`src/pac_adc_regs.vh`:
```
/*
 * constants for the pipelined converter control block: register offsets,
 * control bit positions, reset values and cycle counts.
 * assumes inclusion by bare name from the design files.
 */
`ifndef PAC_ADC_REGS_VH
`define PAC_ADC_REGS_VH

// ==========================================
// register offsets (byte addresses)
`define PAC_OFS_CTRL 4'h0
`define PAC_OFS_STATUS 4'h4
`define PAC_OFS_DATA 4'h8
`define PAC_OFS_CALCNT 4'hc

// ==========================================
// control register fields
`define PAC_CTRL_RESET_BIT 0
`define PAC_CTRL_CAL_BIT 1
`define PAC_CTRL_PD_BIT 2
`define PAC_CTRL_RST_VAL 3'h0

// ==========================================
// status register fields
`define PAC_ST_STATE_LSB 0
`define PAC_ST_RESET_DONE_BIT 3
`define PAC_ST_CAL_DONE_BIT 4
`define PAC_ST_VALID_BIT 5
`define PAC_ST_PD_BIT 6
`define PAC_ST_OE_BIT 7

// ==========================================
// counts, in sample clock cycles, and the data word width
`define PAC_CAL_CYCLES 272800
`define PAC_MIN_PULSE 2'h2
`define PAC_LATENCY 13
`define PAC_BLANK_CYCLES 4'hd
`define PAC_WAKE_CYCLES 16
`define PAC_DATA_W 14

`endif

```
`src/pac_adc_ctrl.v`:
```
/*
 * digital control of a self-calibrating pipelined 14-bit converter:
 * pin sampling, reset/calibration/power-down sequencing, output word
 * and valid flag, and an apb register slave.
 * assumes all pins are asynchronous to pclk and the sample clock is far
 * slower than pclk (2.5 MHz max against 40 MHz).
 */
// Local design decisions: the APB slave port and the placing of the registers.
// Summary of operation
// RULE1 - host keeps sample clock in range
// RULE2 - sample clock steps the state machine
// RULE3 - host holds reset high two cycles
// RULE4 - host holds calibration high two cycles
// RULE5 - host resets before requesting calibration
// RULE6 - host recalibrates on temperature drift, wake
// RULE7 - host calibrates at conversion clock rate
// RULE8 - calibration lasts fixed cycle count
// RULE9 - outputs meaningless during reset, calibration, thirteen after
// RULE10 - host waits reference settling before calibration
// RULE11 - data drivers enabled only while read low
// RULE12 - power-down held low; wake after delay
// RULE13 - power-down corrupts pipeline; reset, calibrate after
// RULE14 - valid low whenever data valid, not reset
// RULE15 - two's complement word plus valid output
// RULE16 - host latches data on rising edge
// RULE17 - sample falling edge, thirteen-cycle latency
// RULE18 - out-of-range input saturates output word
`timescale 1ns/10ps
`include "pac_adc_regs.vh"

module pac_adc_ctrl #(
    parameter CAL_CYCLES = `PAC_CAL_CYCLES,
    parameter WAKE_CYCLES = `PAC_WAKE_CYCLES
) (
    input wire pclk,
    input wire presetn,
    input wire psel,
    input wire penable,
    input wire pwrite,
    input wire [3:0] paddr,
    input wire [31:0] pwdata,
    output wire pready,
    output wire pslverr,
    output wire [31:0] prdata,
    input wire sample_clk,
    input wire conv_reset,
    input wire cal_req,
    input wire read_n,
    input wire power_down_n,
    input wire signed [15:0] analog_in,
    output wire [13:0] data_out,
    output wire data_oe,
    output wire valid_n
);

    // ==========================================
    // state codes
    localparam ST_PDN = 3'h0;
    localparam ST_WAKE = 3'h1;
    localparam ST_RUN = 3'h2;
    localparam ST_RST = 3'h3;
    localparam ST_CAL = 3'h4;

    // ==========================================
    // pin sampling: three stages, change accepted when stages 2 and 3 agree
    wire [4:0] pin_raw = {power_down_n, read_n, cal_req, conv_reset, sample_clk};
    reg [4:0] sync1_r;
    reg [4:0] sync2_r;
    reg [4:0] sync3_r;
    reg [4:0] pin_r;
    wire [4:0] pin_nxt = (sync2_r & sync3_r) | (pin_r & (sync2_r | sync3_r));

    always @(posedge pclk or negedge presetn) begin
        if (!presetn) begin
            // pins taken as idle: read high, power-down high, reset and calibration low
            sync1_r <= 5'h18;
            sync2_r <= 5'h18;
            sync3_r <= 5'h18;
            pin_r <= 5'h18;
        end else begin
            sync1_r <= pin_raw;
            sync2_r <= sync1_r;
            sync3_r <= sync2_r;
            pin_r <= pin_nxt;
        end
    end

    // ==========================================
    // sample clock edges
    reg sclk_d_r;
    always @(posedge pclk or negedge presetn) begin
        if (!presetn) begin
            sclk_d_r <= 1'b0;
        end else begin
            sclk_d_r <= pin_r[0];
        end
    end
    // state machine moves only on sample clock rises, or at once on power-down; a stalled clock freezes it otherwise
    wire srise = pin_r[0] & ~sclk_d_r; // [RULE2]
    wire sfall = ~pin_r[0] & sclk_d_r; // [RULE17]

    // ==========================================
    // control register and combined request levels
    reg [2:0] ctrl_r;
    wire rst_lvl = pin_r[1] | ctrl_r[`PAC_CTRL_RESET_BIT];
    wire cal_lvl = pin_r[2] | ctrl_r[`PAC_CTRL_CAL_BIT];
    wire pd_act = ~pin_r[4] | ctrl_r[`PAC_CTRL_PD_BIT];

    // ==========================================
    // sequencer
    reg [2:0] state_r;
    reg [2:0] state_nxt;
    reg [1:0] rst_hi_r;
    reg [1:0] cal_hi_r;
    reg [18:0] cnt_r;
    reg [18:0] cnt_nxt;
    reg [3:0] settle_r;
    reg [3:0] settle_nxt;
    reg reset_done_r;
    reg reset_done_nxt;
    reg cal_done_r;
    reg cal_done_nxt;

    wire rst_ok = (rst_hi_r == `PAC_MIN_PULSE);
    wire cal_ok = (cal_hi_r == `PAC_MIN_PULSE);

    always @* begin
        state_nxt = state_r;
        cnt_nxt = cnt_r;
        settle_nxt = settle_r;
        reset_done_nxt = reset_done_r;
        cal_done_nxt = cal_done_r;
        if (pd_act) begin
            state_nxt = ST_PDN; // [RULE12]
            settle_nxt = 4'h0;
            reset_done_nxt = 1'b0; // [RULE13]
            cal_done_nxt = 1'b0; // [RULE13]
        end else if (srise) begin
            case (state_r)
                ST_PDN: begin
                    state_nxt = ST_WAKE;
                    cnt_nxt = WAKE_CYCLES[18:0];
                end
                ST_WAKE: begin
                    if (cnt_r <= 19'h00001) begin
                        state_nxt = ST_RUN; // [RULE12]
                    end
                    cnt_nxt = cnt_r - 19'h00001;
                end
                ST_RUN: begin
                    if (rst_lvl) begin
                        state_nxt = ST_RST;
                        settle_nxt = 4'h0; // [RULE9]
                    end else if (cal_lvl) begin
                        state_nxt = ST_CAL;
                        settle_nxt = 4'h0; // [RULE9]
                        cnt_nxt = 19'h00000;
                    end else if (settle_r != `PAC_BLANK_CYCLES) begin
                        settle_nxt = settle_r + 4'h1; // [RULE9]
                    end
                end
                ST_RST: begin
                    settle_nxt = 4'h0;
                    if (!rst_lvl) begin
                        state_nxt = ST_RUN;
                        if (rst_ok) begin
                            reset_done_nxt = 1'b1;
                            cal_done_nxt = 1'b0;
                        end
                    end
                end
                ST_CAL: begin
                    settle_nxt = 4'h0; // [RULE9]
                    if (cnt_r == 19'h00000) begin
                        // request phase: too short, or no prior reset, is dropped
                        if (!cal_lvl) begin
                            if (cal_ok && reset_done_r) begin
                                cnt_nxt = CAL_CYCLES[18:0]; // [RULE8]
                            end else begin
                                state_nxt = ST_RUN;
                            end
                        end
                    end else if (cnt_r == 19'h00001) begin
                        state_nxt = ST_RUN; // [RULE8]
                        cal_done_nxt = 1'b1;
                        cnt_nxt = 19'h00000;
                    end else begin
                        cnt_nxt = cnt_r - 19'h00001; // [RULE8]
                    end
                end
                default: begin
                    state_nxt = ST_PDN;
                end
            endcase
        end
    end

    always @(posedge pclk or negedge presetn) begin
        if (!presetn) begin
            state_r <= ST_PDN;
            cnt_r <= 19'h00000;
            settle_r <= 4'h0;
            reset_done_r <= 1'b0;
            cal_done_r <= 1'b0;
            rst_hi_r <= 2'h0;
            cal_hi_r <= 2'h0;
        end else begin
            state_r <= state_nxt;
            cnt_r <= cnt_nxt;
            settle_r <= settle_nxt;
            reset_done_r <= reset_done_nxt;
            cal_done_r <= cal_done_nxt;
            if (srise) begin
                // high time counted in sample cycles, saturating at the minimum
                if (!rst_lvl) begin
                    rst_hi_r <= 2'h0;
                end else if (!rst_ok) begin
                    rst_hi_r <= rst_hi_r + 2'h1; // [RULE3]
                end
                if (!cal_lvl) begin
                    cal_hi_r <= 2'h0;
                end else if (!cal_ok) begin
                    cal_hi_r <= cal_hi_r + 2'h1; // [RULE4]
                end
            end
        end
    end

    // ==========================================
    // data path
    wire [13:0] pipe_word;
    reg [13:0] data_r;
    reg valid_r;

    pac_pipe u_pipe (
        .pclk(pclk),
        .presetn(presetn),
        .shift(sfall & ~pd_act),
        .sample_in(analog_in),
        .word_out(pipe_word)
    );

    // word changes on the sample clock rise; flag sets there but clears at once on reset, calibration or power-down
    wire word_good = (state_r == ST_RUN) & ~rst_lvl & ~cal_lvl & (settle_r == `PAC_BLANK_CYCLES);

    always @(posedge pclk or negedge presetn) begin
        if (!presetn) begin
            data_r <= 14'h0000;
            valid_r <= 1'b0;
        end else begin
            if (srise) begin
                data_r <= pipe_word; // [RULE17]
            end
            // calibration level drops valid at once, not at the next sample rise
            if (rst_lvl || cal_lvl || pd_act) begin
                valid_r <= 1'b0; // [RULE9] [RULE14]
            end else if (srise) begin
                valid_r <= word_good; // [RULE14]
            end
        end
    end

    assign data_out = data_r; // [RULE15]
    assign valid_n = ~valid_r; // [RULE14]
    // drivers follow the read level; tri-state is resolved outside
    assign data_oe = ~pin_r[3]; // [RULE11]

    // ==========================================
    // apb slave: zero wait, read data captured in the setup cycle
    reg [31:0] rdata_r;
    reg [31:0] rdata_nxt;
    wire setup = psel & ~penable;
    wire mapped = (paddr == `PAC_OFS_CTRL) | (paddr == `PAC_OFS_STATUS) |
                  (paddr == `PAC_OFS_DATA) | (paddr == `PAC_OFS_CALCNT);

    always @* begin
        rdata_nxt = 32'h00000000;
        case (paddr)
            `PAC_OFS_CTRL: rdata_nxt = {29'h00000000, ctrl_r};
            `PAC_OFS_STATUS: rdata_nxt = {24'h000000, data_oe, pd_act, valid_r, cal_done_r, reset_done_r, state_r};
            `PAC_OFS_DATA: rdata_nxt = {18'h00000, data_r};
            `PAC_OFS_CALCNT: rdata_nxt = {13'h0000, cnt_r};
            default: rdata_nxt = 32'h00000000;
        endcase
    end

    always @(posedge pclk or negedge presetn) begin
        if (!presetn) begin
            rdata_r <= 32'h00000000;
            ctrl_r <= `PAC_CTRL_RST_VAL;
        end else begin
            if (setup) begin
                rdata_r <= rdata_nxt;
            end
            if (psel && penable && pwrite && (paddr == `PAC_OFS_CTRL)) begin
                ctrl_r <= pwdata[2:0];
            end
        end
    end

    assign pready = 1'b1;
    assign pslverr = psel & penable & ~mapped;
    assign prdata = rdata_r;

endmodule // pac_adc_ctrl

```
`src/pac_pipe.v`:
```
/*
 * conversion pipeline: saturates each acquired sample to 14 bits and
 * delays it by the fixed pipeline depth.
 * assumes the caller pulses shift once per sample clock falling edge.
 */
`timescale 1ns/10ps
`include "pac_adc_regs.vh"

module pac_pipe (
    input wire pclk,
    input wire presetn,
    input wire shift,
    input wire signed [15:0] sample_in,
    output wire [13:0] word_out
);

    // ==========================================
    // saturation
    function [13:0] sat14;
        input signed [15:0] v;
        begin
            if (v > 16'sh1fff) begin
                sat14 = 14'h1fff; // [RULE18]
            end else if (v < -16'sh2000) begin
                sat14 = 14'h2000; // [RULE18]
            end else begin
                sat14 = v[13:0]; // [RULE15]
            end
        end
    endfunction

    // ==========================================
    // delay line
    reg [13:0] stage_r [0:`PAC_LATENCY-1];
    integer i;

    always @(posedge pclk or negedge presetn) begin
        if (!presetn) begin
            for (i = 0; i < `PAC_LATENCY; i = i + 1) begin
                stage_r[i] <= 14'h0000;
            end
        end else if (shift) begin
            stage_r[0] <= sat14(sample_in);
            for (i = 1; i < `PAC_LATENCY; i = i + 1) begin
                stage_r[i] <= stage_r[i-1]; // [RULE17]
            end
        end
    end

    assign word_out = stage_r[`PAC_LATENCY-1];

endmodule // pac_pipe

```
`config.mk`:
```
export PLATFORM = sky130hd
export DESIGN_NAME = pac_adc_ctrl
export DESIGN_NICKNAME = d
export VERILOG_FILES = /design/src/pac_adc_ctrl.v /design/src/pac_pipe.v
export VERILOG_INCLUDE_DIRS = /design/src
export SDC_FILE = /design/constraint.sdc
export NUM_CORES = 1
export LEC_CHECK = 0
export ABC_CLOCK_PERIOD_IN_PS = 4900
export BUFFER_PORTS_ARGS = -buffer_cell sky130_fd_sc_hd__buf_2
export CELL_PAD_IN_SITES_DETAIL_PLACEMENT = 0
export CELL_PAD_IN_SITES_GLOBAL_PLACEMENT = 2
export CORE_UTILIZATION = 25
export DETAILED_ROUTE_END_ITERATION = 6
export PLACE_DENSITY = 0.59
export SETUP_SLACK_MARGIN = 0.2
export SLEW_MARGIN = 15
export SYNTH_ARGS = -nofsm -noshare
export SYNTH_HDL_FRONTEND = slang
export SYNTH_HIERARCHICAL = 1
export SYNTH_SLANG_ARGS = --single-unit
```
`constraint.sdc`:
```
create_clock -name pclk -period 4.9 [get_ports pclk]
set_input_delay 0.245 -clock pclk [delete_from_list [all_inputs] [get_ports pclk]]
set_output_delay 0.245 -clock pclk [all_outputs]
set_load 0.1 [all_outputs]
```
==> results of run 1 <==
==> placed cells by master, fill, tap and decap left out, types with 13 or more instances in the layout <==
cell type,instances
sky130_fd_sc_hd__a21oi_1,29
sky130_fd_sc_hd__dfrtp_1,264
sky130_fd_sc_hd__o21bai_1,13
sky130_fd_sc_hd__conb_1,14
sky130_fd_sc_hd__mux2_2,176
sky130_fd_sc_hd__buf_2,67
sky130_fd_sc_hd__o21ai_0,20
sky130_fd_sc_hd__o31ai_1,17
sky130_fd_sc_hd__dlygate4sd3_1,16
sky130_fd_sc_hd__a211oi_1,14
sky130_fd_sc_hd__nor2_1,33
sky130_fd_sc_hd__nand2_1,85
sky130_fd_sc_hd__inv_1,13
sky130_fd_sc_hd__clkbuf_16,34
==> routing by layer <==
layer  wire length (um)  share of wire  vias up
li1                   -              -     3402
met1              11200           0.46     3645
met2              11700           0.48      104
met3               1070          0.043       41
met4                578          0.024        0
met5                  0              0        -
==> repair_timing <==
action / in CTS / in global routing
resized for setup: 0 / 0
endpoints found under the hold margin: 75 / 0
setup buffers: 0 / 0
hold buffers: 16 / 0
==> through the flow <==
| step | cell area [um^2] | cells | total power [mW] |
|---|---|---|---|
| 2_1_floorplan | 11900 | 929 | 4.41 |
| 3_3_place_gp | 12500 | 1537 | 4.74 |
| 3_5_place_dp | 12500 | 1537 | 4.78 |
| 4_1_cts | 13800 | 1613 | 7.44 |
| 5_1_grt | 13800 | 1613 | 7.76 |
| 6_report | 13800 | 1613 | 7.29 |
==> area by class of cell <==
class	count	area (um^2)	share of cell area
clock buffer	51	985	0.0713
multi-input combinational	565	4400	0.319
tap	607	759	0.0550
inverter	13	48.8	0.00353
timing repair buffer	96	626	0.0453
sequential	272	6820	0.494
clock inverter	9	171	0.0124
==> sequential cells by signal (all words and copies together) (netlist names) <==
name / cells
cal_done_r: 1
rst_hi_r: 2
pin_r: 5
cal_hi_r: 2
prdata: 19
sclk_d_r: 1
cnt_r: 19
reset_done_r: 1
u_pipe/stage_r: 168
settle_r: 4
sync1_r: 5
state_r: 3
ctrl_r: 3
valid_r: 1
u_pipe/word_out: 14
data_out: 14
sync3_r: 5
sync2_r: 5
==> how the worst min path moves through the flow <==
| stage | slack (ps) | endpoint | cells past startpoint |
|---|---|---|---|
| finish | 40 | u_pipe/stage_r[180] | 3 |
| CTS | 4 | u_pipe/stage_r[168] | 3 |
| floorplan | -50 | cal_done_r | 0 |
| global route | 40 | u_pipe/stage_r[171] | 3 |
| global placement | 260 | sync1_r[2] | 1 |
| detailed placement | 260 | sync1_r[2] | 1 |
==> power by group through the flow <==
stage	Sequential, mW	Clock (mW)	Combinational, mW
6_report	3.28	2.58	1.43
5_1_grt	3.39	2.77	1.60
4_1_cts	3.30	2.69	1.46
3_5_place_dp	3.34	0	1.44
3_3_place_gp	3.32	0	1.42
2_1_floorplan	3.22	0	1.19
==> logic make-up (layout without fill, tap and decap cells) <==
logic type,after synthesis,in the layout,share of synthesized area
DFF,272,272,0.577
and+or+nand+nor,202,202,0.0877
muxes,185,185,0.179
AOI/OAI and AO/OA,151,151,0.0891
buffers and inverters,92,169,0.0543
adders and majority gates,12,12,0.0117
other,2,14,0.000636
xor gates and xnor gates,1,1,0.000742
==> worst min-delay path: stages <==
cell	delay, ps
sky130_fd_sc_hd__buf_2	110
sky130_fd_sc_hd__a21oi_1	120
sky130_fd_sc_hd__a211oi_1	50
==> metrics list, run 1 <==
- Predominant post-synthesis flop cell: sky130_fd_sc_hd__dfrtp_1
- The pre-antenna-repair detailed-routing pass consisted of 4 iterations.
- The startpoint identified for the worst hold timing path is analog_in[12].
- Input and output buffers added on the ports amount to 68.
- Walking the worst path, the cells encountered are nor4_4 > and4_1 > nand4_1 > a31oi_1 > nor4_1.
- For this run the aggregate overflow at the end of global routing stands at 0.
- Dividing the detail-routed via count by the number of cells gives 4.46.
- Power per unit of standard cell area: 528 nW/um^2
- The floorplan step defined a die boundary enclosing a little under 50,000 um^2.
* Number of global-route vias before repair: 7,322
- The worst path needs 2900 ps of the cycle, external delays included.
* Clock network fraction of design power: 0.353
* Post-synth design cell area: between 10,000 and 15,000 um^2
- After detailed routing, the average wire length per cell comes to 15.2 um.
- On the final layout, the worst hold slack is 37.1 ps.
- roughly 110 I/O pins were placed.
* Global routing usage on met2: 0.175
- Clock slew at the register clock pins of the worst setup and hold paths: 60 ps
* Fmax: 344 MHz
- Flip-flop and latch count after synthesis: 272
* RD Place Congestion: 0.776
- Share of total power in combinational logic: 0.196
- Layout cell share with drive strength beyond 1: 0.333
* Total CTS buffers: 34
- Syn_area_per_cell: 12.9 um^2
* Start of the worst register-to-register path: cnt_r[4]
- Pin slew with the least headroom to its limit: 816 ps
- Global-route track usage on met3: 0.0269
- The number of pins with negative max-slew slack in the final report was 0.
* Category of the worst setup path launch point: register
- Maximum fanout along the worst path: 14
- The share of total power dissipated in sequential elements is 0.451.
* Clock latency of the later-clocked register in the worst-skew pair: 530 ps
* Antenna violation net count after detailed routing: 0
* Buffers & Inverters on Critical Path: 0
- TritonCTS clock tree: yes
* Global-route usage over all layers: 0.106
- DIE HEIGHT: 219 um
- The critical path is of the register to register type.
- Library cell with the highest instance count after synthesis: sky130_fd_sc_hd__dfrtp_1
- The analysis attributes to cell leakage a power of between 6 and 7 nW.
- For the worst setup path, the data required time is 5270 ps.
* Antenna Diode Count: 0
* Crit. path cell count: 5
- Worst stage delay on the critical path: 700 ps
- The initialized floorplan defines between 70 and 80 standard-cell rows.
- RSZ-0062 raised after global routing: no
* Cell types with the highest counts after synthesis: 264 x sky130_fd_sc_hd__dfrtp_1, 176 x sky130_fd_sc_hd__mux2_2, 85 x sky130_fd_sc_hd__nand2_1
- After detailed routing, the number of remaining DRC violations is 0.
* Master cell of the clock root buffer: sky130_fd_sc_hd__clkbuf_16
* Total clock sinks: 272
- The analysis attributes to net switching a power of 2.09 mW.
- Starting density of the core: 0.254
- The min-delay analysis places its worst path in the category input port to register.
- The largest total area in the synthesized netlist belongs to sky130_fd_sc_hd__dfrtp_1.
- The core region is 46,600 um^2.
- Busiest layer in global routing: met2
- Summed over all nets, the half-perimeter wirelength after detailed placement is 15,400 um.
- In the finished design, the share of the clock period the worst path needs comes to 0.592.
- Net Sw Frac: 0.287
* Buffers from clock root to sink, at most: 3
* Vias post-DR: ~7,200
- Broken down by cell family, the worst path's largest delay share belongs to simple AND/OR/NAND/NOR gates.
- The filler cells instantiated in the layout total ~4,700.
- IR analysis of the VDD net gives a maximum drop of 0.000233 V.
* First element of the critical path: cnt_r[4]
* Wire length of the first global-routing pass: 40,600 um
- Measured on the finished design, the core utilization comes to 0.297.
- Timing endpoint of the critical path: cnt_r[16]
- Die width: 219 um
- Async set or reset register ratio after synthesis: 1.00
- Setup crit end kind: register
- Total wirelength of the detailed-routed design: 24,500 um
- The worst path meets setup with 2000 ps of slack.
- The tool flagged a number of max-cap violations equal to 0.
* Terminus of the critical flop-to-flop path: cnt_r[16]
- Total setup violations reported at the end of the flow: 0
* Max Clock Skew: 22.3 ps
- In this run, distinct cell masters in the synthesized netlist total 68.
* Detailed router's first-iteration violation count: just under 400
* Sequential share of the synthesized area: 0.577
- CTS built an H-tree with a depth of 2.
- Compared with the post-synthesis result, the final layout area differs by 16.9%.
- In the final timing run, aggregate negative setup slack is 0 ps.
- For the worst flop-to-flop path, the logic depth is 5.
* Yosys top cell area share: 0.559
* Internal power: 5.20 mW
- The slowest stage of the critical path belongs to the cell sky130_fd_sc_hd__nand4_1.
* Ranking of synthesized cells by area: sky130_fd_sc_hd__dfrtp_1 56%, sky130_fd_sc_hd__mux2_2 17%, sky130_fd_sc_hd__nand2_1 2.7%, sky130_fd_sc_hd__buf_4 1.9%, sky130_fd_sc_hd__dfstp_2 1.8%
* Total count of hold-check failures in the final report: 0
- Synthesis produced a netlist whose cell count is 917.
* Count of flip-flops with a built-in enable after synthesis: 0
- Register-to-register path setup slack: 2000 ps
* Final #Nets: 1,051
- Run status: completed
- Met1 Usage GRT: 0.135
* Worst Setup Slack post-DPL: around 2000 ps
- CP Data Arrival Time: 3270 ps
* Maximum number of pins on one net before global-route repair: 141
- Number of antenna violations at the first check in global routing: 0
- For this run, the number of Yosys warnings is 6.
- Max_slew headroom: 0.454
Note: power is estimated with default switching activity, not from simulation.
==> run 2: changes to the inputs <==
- ABC_CLOCK_PERIOD_IN_PS: 4900 -> 2800
- clock period: 4.9 -> 2.8 ns (I/O delays scaled with it)
==> run 2 against run 1 <==
  * Die area stayed put
  * Clock skew decreased by 7.3 ps
  * Utilization up 0.58 points
  * Non-clock buffer count increased by 26
  * Via count is 2.0% higher
  * Global-route usage up 0.28 points
  * Largest cell class unchanged
==> metrics list, run 2 (synthesis gave the netlist of run 1 again) <==
* RD Place Congestion: 0.789 (+1.7%)
- # fillers: 4,699 (-0.63%)
- The transition time at the pin with the least slew margin is 743 ps (-73.6 ps).
- Post-route DRC: 0 (unchanged)
- Total clock sinks: 272 (unchanged)
- Synthesis-to-finish area growth: 19.2%
- Post-Route Setup TNS: 0 ps (unchanged)
* Total setup violations reported at the end of the flow: 0 (unchanged)
- Total wirelength of the detailed-routed design: 25,100 um (+2.4%)
* Vias post-DR: 7,334 (+2.0%)
* Final #Nets: 1,078 (+2.6%)
- The max-slew headroom at the worst pin is 0.503 (+0.0491).
* Maximum number of pins on one net before global-route repair: 63 (-55%)
- The antenna violation net count after detailed routing was 0 (unchanged).
* Core area: 46,600 um^2 (unchanged)
- The via-per-instance ratio is 4.46 (+0.11%).
- The layout cell share with drive strength beyond 1 came to 0.345 (+0.0116).
* Buffers from clock root to sink, at most: 3 (unchanged)
* Setup crit end kind: register
* HPWL after DPL: 16,200 um (+5.6%)
* Area occupied by registers: 6820 um^2 (unchanged)
* Leak Pwr: 6.34 nW (+2.4%)
* Max Clock Skew: 15.0 ps (-7.33 ps)
* Global-route usage over all layers: 0.109 (+0.00284)
- The met3 usage came to 0.0231 (-0.00374).
* Wire length of the first global-routing pass: 41,900 um (+3.3%)
- Setup repair after global routing left no endpoint under its margin.
* CP Data Arrival Time: 2850 ps (-420 ps)
- The placed instance count came to 1,555 (+1.2%).
* TritonCTS clock tree: yes
* Number of max-slew violations in the final report: 0 (unchanged)
- Category of the worst setup path launch point: register
- The number of flip-flops in the largest register was 168 (unchanged).
- Detailed router's first-iteration violation count: 377 (-4.1%)
- Number of core rows: 79 (unchanged)
* Clock slew at the register clock pins of the worst setup and hold paths: 60 ps (about the same)
* I/O Pins: 112 (unchanged)
- Leaving out fill and tap cells, the most frequent cell in the layout is sky130_fd_sc_hd__dfrtp_1.
- The core utilization of the finished layout is 0.302 (+0.00583).
* Max-capacitance violation count: 0 (unchanged)
- Most flops, register: u_pipe/stage_r
- DIE HEIGHT: 219 um (unchanged)
- The multi-input gate area in the final layout was 4400 um^2 (unchanged).
* Final-layout worst hold slack: 29.6 ps (-7.50 ps)
- Max rail drop VDD: 0.000450 V (+93%)
- The tightest min-delay check is of the input port to register type.
* Leading cell types in the layout, fill and taps excluded: 264 x sky130_fd_sc_hd__dfrtp_1, 176 x sky130_fd_sc_hd__mux2_2, 85 x sky130_fd_sc_hd__nand2_1
- The fraction of the cycle the final worst path needs was 0.867 (+0.274).
* PnR worst setup slack: 373 ps (-1620 ps)
- Final instance count without filler cells: 1,643 (+1.9%)
- The effective utilization at floorplan is 0.254 (unchanged).
- The detail-routed net length per standard cell came to 15.3 um (+0.53%).
- Master cell of the clock root buffer: sky130_fd_sc_hd__clkbuf_16
- Met1 Usage GRT: 0.145 (+0.0101)
- The initial antenna violation count came to 0 (unchanged).
- The full die area came to 48,100 um^2 (unchanged).
- The required time reported for the critical path endpoint was 3220 ps (-2050 ps).
- WS Path Type: register to register
- The final design instance area without fill came to 14,100 um^2 (+2.0%).
- The layer flagged by global routing as most heavily used is met2.
* Post-cts sizing count: 0 (unchanged)
* Fmax: 412 MHz (+20%)
* Post-CTS repair timing setup buffer count: 0 (unchanged)
* Number of global-route vias before repair: 7,527 (+2.8%)
* Maximum fanout along the worst path: 17 (+3)
- The residual overflow from global routing is 0 (unchanged).
- The fraction of met2 tracks used by global routing is 0.175 (-0.000421).
* Worst Setup Slack post-DPL: 328 ps (-1710 ps)
- The die boundary width is 219 um (unchanged).
- Detailed Routing Iterations Pass 1: 4 (unchanged)
- The final antenna diode count came to 0 (unchanged).
* Run status: completed
- DP Area: 12,700 um^2 (+1.5%)
* Power per unit of standard cell area: 913 nW/um^2 (+73%)
- The number of buffers added by the clock tree synthesis step came to 35 (+2.9%).
- Port buffer count: 68 (unchanged)
- # H-tree levels: 2 (unchanged)
- Minimum clock period after layout: 2430 ps (-476 ps)
- Total Power: 12.9 mW (+76%)
* Total count of hold-check failures in the final report: 0 (unchanged)
* Clock latency of the later-clocked register in the worst-skew pair: 530 ps (about the same)
## run 2: cell types whose count changed in the layout (fill, tap and decap cells not counted)
| cell | previous run | this run |
|---|---|---|
| sky130_fd_sc_hd__inv_16 | 1 | 2 |
| sky130_fd_sc_hd__bufinv_16 | 4 | 2 |
| sky130_fd_sc_hd__buf_4 | 10 | 24 |
| sky130_fd_sc_hd__dlygate4sd3_1 | 16 | 24 |
| sky130_fd_sc_hd__clkinvlp_4 | 0 | 1 |
| sky130_fd_sc_hd__inv_6 | 0 | 1 |
| sky130_fd_sc_hd__clkinv_8 | 1 | 0 |
| sky130_fd_sc_hd__clkinv_2 | 3 | 5 |
| sky130_fd_sc_hd__inv_8 | 0 | 1 |
| sky130_fd_sc_hd__buf_12 | 2 | 6 |
| sky130_fd_sc_hd__clkbuf_16 | 34 | 35 |
## run 2: cell type report
cell class / count / area share
multi-input combinational: 565 / 0.313
inverter: 13 / 0.00347
clock inverter: 12 / 0.0108
tap: 607 / 0.0539
timing repair buffer: 122 / 0.0633
sequential: 272 / 0.484
clock buffer: 52 / 0.0717
## run 2: what timing repair did
| action | 4_1_cts | 5_1_grt |
|---|---|---|
| endpoints found under the hold margin | 169 | 0 |
| hold buffers | 24 | 0 |
| setup endpoints to repair | 0 | 0 |
## run 2: path summary, 6_finish.rpt
path	startpoint	endpoint	slack [ps]	depth (start not counted)
worst max-delay path	cnt_r[12]	cnt_r[16]	370	6
worst min-delay path	paddr[1]	prdata[2]	30	3
worst max register to register	cnt_r[12]	cnt_r[16]	370	6
worst min register to register	sync1_r[0]	sync2_r[0]	350	0
max in group asynchronous	presetn	cnt_r[14]	1710	3
min in group asynchronous	presetn	pin_r[2]	130	2
## run 2: worst max-delay path, cell delays in order, from the launching register on
cell                      delay, ps
sky130_fd_sc_hd__dfrtp_1        450
sky130_fd_sc_hd__nor4_2         530
sky130_fd_sc_hd__and4_1         450
sky130_fd_sc_hd__and4_1         280
sky130_fd_sc_hd__buf_4          250
sky130_fd_sc_hd__nor4_1          90
sky130_fd_sc_hd__nor4_1         250
## run 2: power by group
| group | internal, mW | switching (mW) | total [mW] |
|---|---|---|---|
| registers | 5.06 | 0.689 | 5.75 |
| clock network | 2.72 | 1.78 | 4.50 |
| logic | 1.30 | 1.30 | 2.60 |
## run 2: routing by layer
metal,part of all wire,vias to the layer above
li1,-,3467
met1,0.47,3736
met2,0.47,86
met3,0.040,45
met4,0.025,0
met5,0,-
==> run 3: changes to the inputs <==
--- a/config.mk
+++ b/config.mk
@@ -8,3 +8,3 @@
 export LEC_CHECK = 0
-export ABC_CLOCK_PERIOD_IN_PS = 2800
+export ABC_CLOCK_PERIOD_IN_PS = 2600
 export BUFFER_PORTS_ARGS = -buffer_cell sky130_fd_sc_hd__buf_2
==> constraint.sdc (replaced) <==
create_clock -name pclk -period 2.6 [get_ports pclk]
set_input_delay 0.13 -clock pclk [delete_from_list [all_inputs] [get_ports pclk]]
set_output_delay 0.13 -clock pclk [all_outputs]
set_load 0.02 [all_outputs]
==> run 3 against run 2 <==
  * Sequential share of layout area is 0.11 points higher
  * Worst hold slack better by 6.2 ps
  * Via count down 0.16%
  * Largest power group unchanged
  * Sequential power increased by 7.7%
==> metrics list, run 3 (synthesis gave the netlist of run 1 again) <==
- TritonCTS clock tree: yes
* Number of max-slew violations in the final report: 0 (unchanged)
- Register-to-register path setup slack: 410 ps (+40 ps)
* Pin slew with the least headroom to its limit: 600 ps (-143 ps)
- The largest individual stage delay along the critical path comes from the cell sky130_fd_sc_hd__or4_1.
* # H-tree levels: 1 (-1)
- Routed WL per cell: 15.2 um (-0.27%)
- The non-filler instance count after layout was 1,642 (-0.061%).
* Number of global-route vias before repair: 7,572 (+0.60%)
* Global-route usage over all layers: 0.107 (-0.00242)
- Total overflow reported by the global router: 0 (unchanged)
* Commonest non-fill, non-tap cell in the layout: sky130_fd_sc_hd__dfrtp_1
- The total number of vias came to 7,322 (-0.16%).
* WS Path Type: register to register
* Crit. path cell count: 6 (unchanged)
- Total wirelength of the detailed-routed design: 25,000 um (-0.33%)
* Starting density of the core: 0.254 (unchanged)
- CP Data Arrival Time: 2690 ps (-160 ps)
- Most flops, register: u_pipe/stage_r
- Worst Reg-to-Reg Cells: 6 (unchanged)
- The area growth from synthesis to layout is 18.9%.
- Worst path cell trace: nor2_2 > a31oi_1 > or3_1 > buf_12 > or4_1 > a21oi_1
* Buffers from clock root to sink, at most: 3 (unchanged)
- In this run the clock root is driven by a sky130_fd_sc_hd__clkbuf_16.
* Max_slew headroom: 0.600 (+0.0969)
- Post-cts sizing count: 0 (unchanged)
* HPWL after DPL: 16,300 um (+0.13%)
* Total count of hold-check failures in the final report: 0 (unchanged)
- The static leakage came to 6.33 nW (about the same).
- The startpoint identified for the worst register-to-register timing path is ctrl_r[0].
* Final-layout worst hold slack: 35.8 ps (+6.21 ps)
* Maximum number of pins on one net before global-route repair: 76 (+21%)
- Layout cell share with drive strength beyond 1: 0.350 (+0.00516)
- The max-cap violation count came to 0 (unchanged).
* Final std cell area, no fill: 14,000 um^2 (-0.23%)
* Minimum clock period after layout: 2190 ps (-237 ps)
- Power per unit of standard cell area: 952 nW/um^2 (+4.3%)
* DIE HEIGHT: 219 um (unchanged)
- The global-route wire length before repair came to 41,600 um (-0.64%).
- The clock sink count is 272 (unchanged).
- Clock slew at the register clock pins of the worst setup and hold paths: 60 ps (about the same)
- Max Clock Skew: 16.3 ps (+1.26 ps)
- The number of buffers added by the clock tree synthesis step was 31 (-11%).
* Start point of the worst min-delay path: analog_in[15]
* Worst path required time: 3100 ps (-120 ps)
* Vias per inst: 4.46 (-0.10%)
- Worst stage delay on the critical path: 500 ps (-30 ps)
* Detailed router's first-iteration violation count: 380 (+0.80%)
* Fmax: 457 MHz (+11%)
* Antenna violation net count after detailed routing: 0 (unchanged)
- Number of antenna violations at the first check in global routing: 0 (unchanged)
- The number of endpoints failing setup at the final stage was 0 (unchanged).
- The flow ran to the end, and the final reports show no timing, DRC or antenna violations.
- The placed instance count is 1,559 (+0.26%).
- Period utilisation layout: 0.842 (-0.0246)
* Category of the worst setup path launch point: register
- Buffers & Inverters on Critical Path: 1 (unchanged)
* Number of core rows: 79 (unchanged)
- The clock network latency to the later pin of the worst-skew pair is 580 ps (+50 ps).
* Core area: 46,600 um^2 (unchanged)
* Detailed Routing Iterations Pass 1: 4 (unchanged)
- RD Place Congestion: 0.810 (+2.6%)
- First element of the critical path: ctrl_r[0]
* Port buffer count: 68 (unchanged)
- Timing endpoint of the critical path: cnt_r[6]
* Max rail drop VDD: 0.000535 V (+19%)
- Final #Nets: 1,080 (+0.19%)
- In this run the worst hold path is classified as input port to register.
- STA classifies the critical path endpoint as a register.
* Post-route DRC: 0 (unchanged)
- The final-layout fill cell count came to 4,695 (-0.085%).
- The critical-path maximum fanout was 18 (+1).
- The number of placed I/O pins is 112 (unchanged).
* Leading cell types in the layout, fill and taps excluded: 264 x sky130_fd_sc_hd__dfrtp_1, 176 x sky130_fd_sc_hd__mux2_2, 85 x sky130_fd_sc_hd__nand2_1
* Antenna Diode Count: 0 (unchanged)
* Largest register FFs: 168 (unchanged)
* Area of the die: 48,100 um^2 (unchanged)
* Die width: 219 um (unchanged)
- The worst register-to-register path ends at cnt_r[6].
- Setup repair after global routing left no endpoint under its margin.
* DP Area: 12,700 um^2 (+0.43%)
- The final total power was 13.4 mW (+4.1%).
- The setup total negative slack was 0 ps (unchanged).
- The cell family contributing the most delay on the critical path is simple AND/OR/NAND/NOR gates.
-- run 3: per-stage QoR --
step                utilization  worst slack (ps)
global route              0.302               257
detailed placement        0.273               301
floorplan                     -               512
finish                    0.302               410
global placement          0.273               295
CTS                       0.301               301
-- run 3: worst min path at each step --
stage | to | slack (ps) | depth (start not counted)
2_1_floorplan | cal_done_r | -170 | 0
6_report | u_pipe/stage_r[173] | 40 | 3
3_5_place_dp | sync1_r[2] | 150 | 1
4_1_cts | u_pipe/stage_r[179] | 10 | 3
3_3_place_gp | sync1_r[2] | 160 | 1
5_1_grt | u_pipe/stage_r[178] | 50 | 3
-- run 3: what timing repair did --
action / 4_1_cts / 5_1_grt
setup endpoints to repair: 0 / 8
setup buffers: 0 / 2
hold buffers: 24 / 0
endpoints found under the hold margin: 85 / 0
-- run 3: where the power goes --
| group | switching, mW | internal (mW) | leakage [nW] |
|---|---|---|---|
| registers | 0.742 | 5.45 | 3.49 |
| logic | 1.28 | 1.45 | 2.31 |
| clock network | 1.79 | 2.67 | 0.528 |
| total | 3.81 | 9.57 | 6.33 |
-- run 3: area by class of cell --
| class | instances | area (um^2) | share of cell area |
|---|---|---|---|
| repair buffers | 128 | 961 | 0.0684 |
| multi-input cells | 565 | 4400 | 0.313 |
| clock buffers | 45 | 928 | 0.0661 |
| inverters | 13 | 48.8 | 0.00347 |
| well taps | 607 | 759 | 0.0541 |
| flip-flops and latches | 272 | 6820 | 0.485 |
| clock inverters | 12 | 131 | 0.00935 |
-- run 3: tightest hold or removal path: stages --
cell and delay (ps):
sky130_fd_sc_hd__buf_2 220, sky130_fd_sc_hd__o21bai_1 140, sky130_fd_sc_hd__a211oi_1 60
-- run 3: per-layer routing --
layer | vias up | part of all wire | GRT usage
li1 | 3474 | - | -
met1 | 3706 | 0.47 | 0.141
met2 | 109 | 0.48 | 0.178
met3 | 33 | 0.038 | 0.0204
met4 | 0 | 0.020 | 0.0278
met5 | - | 0 | 0
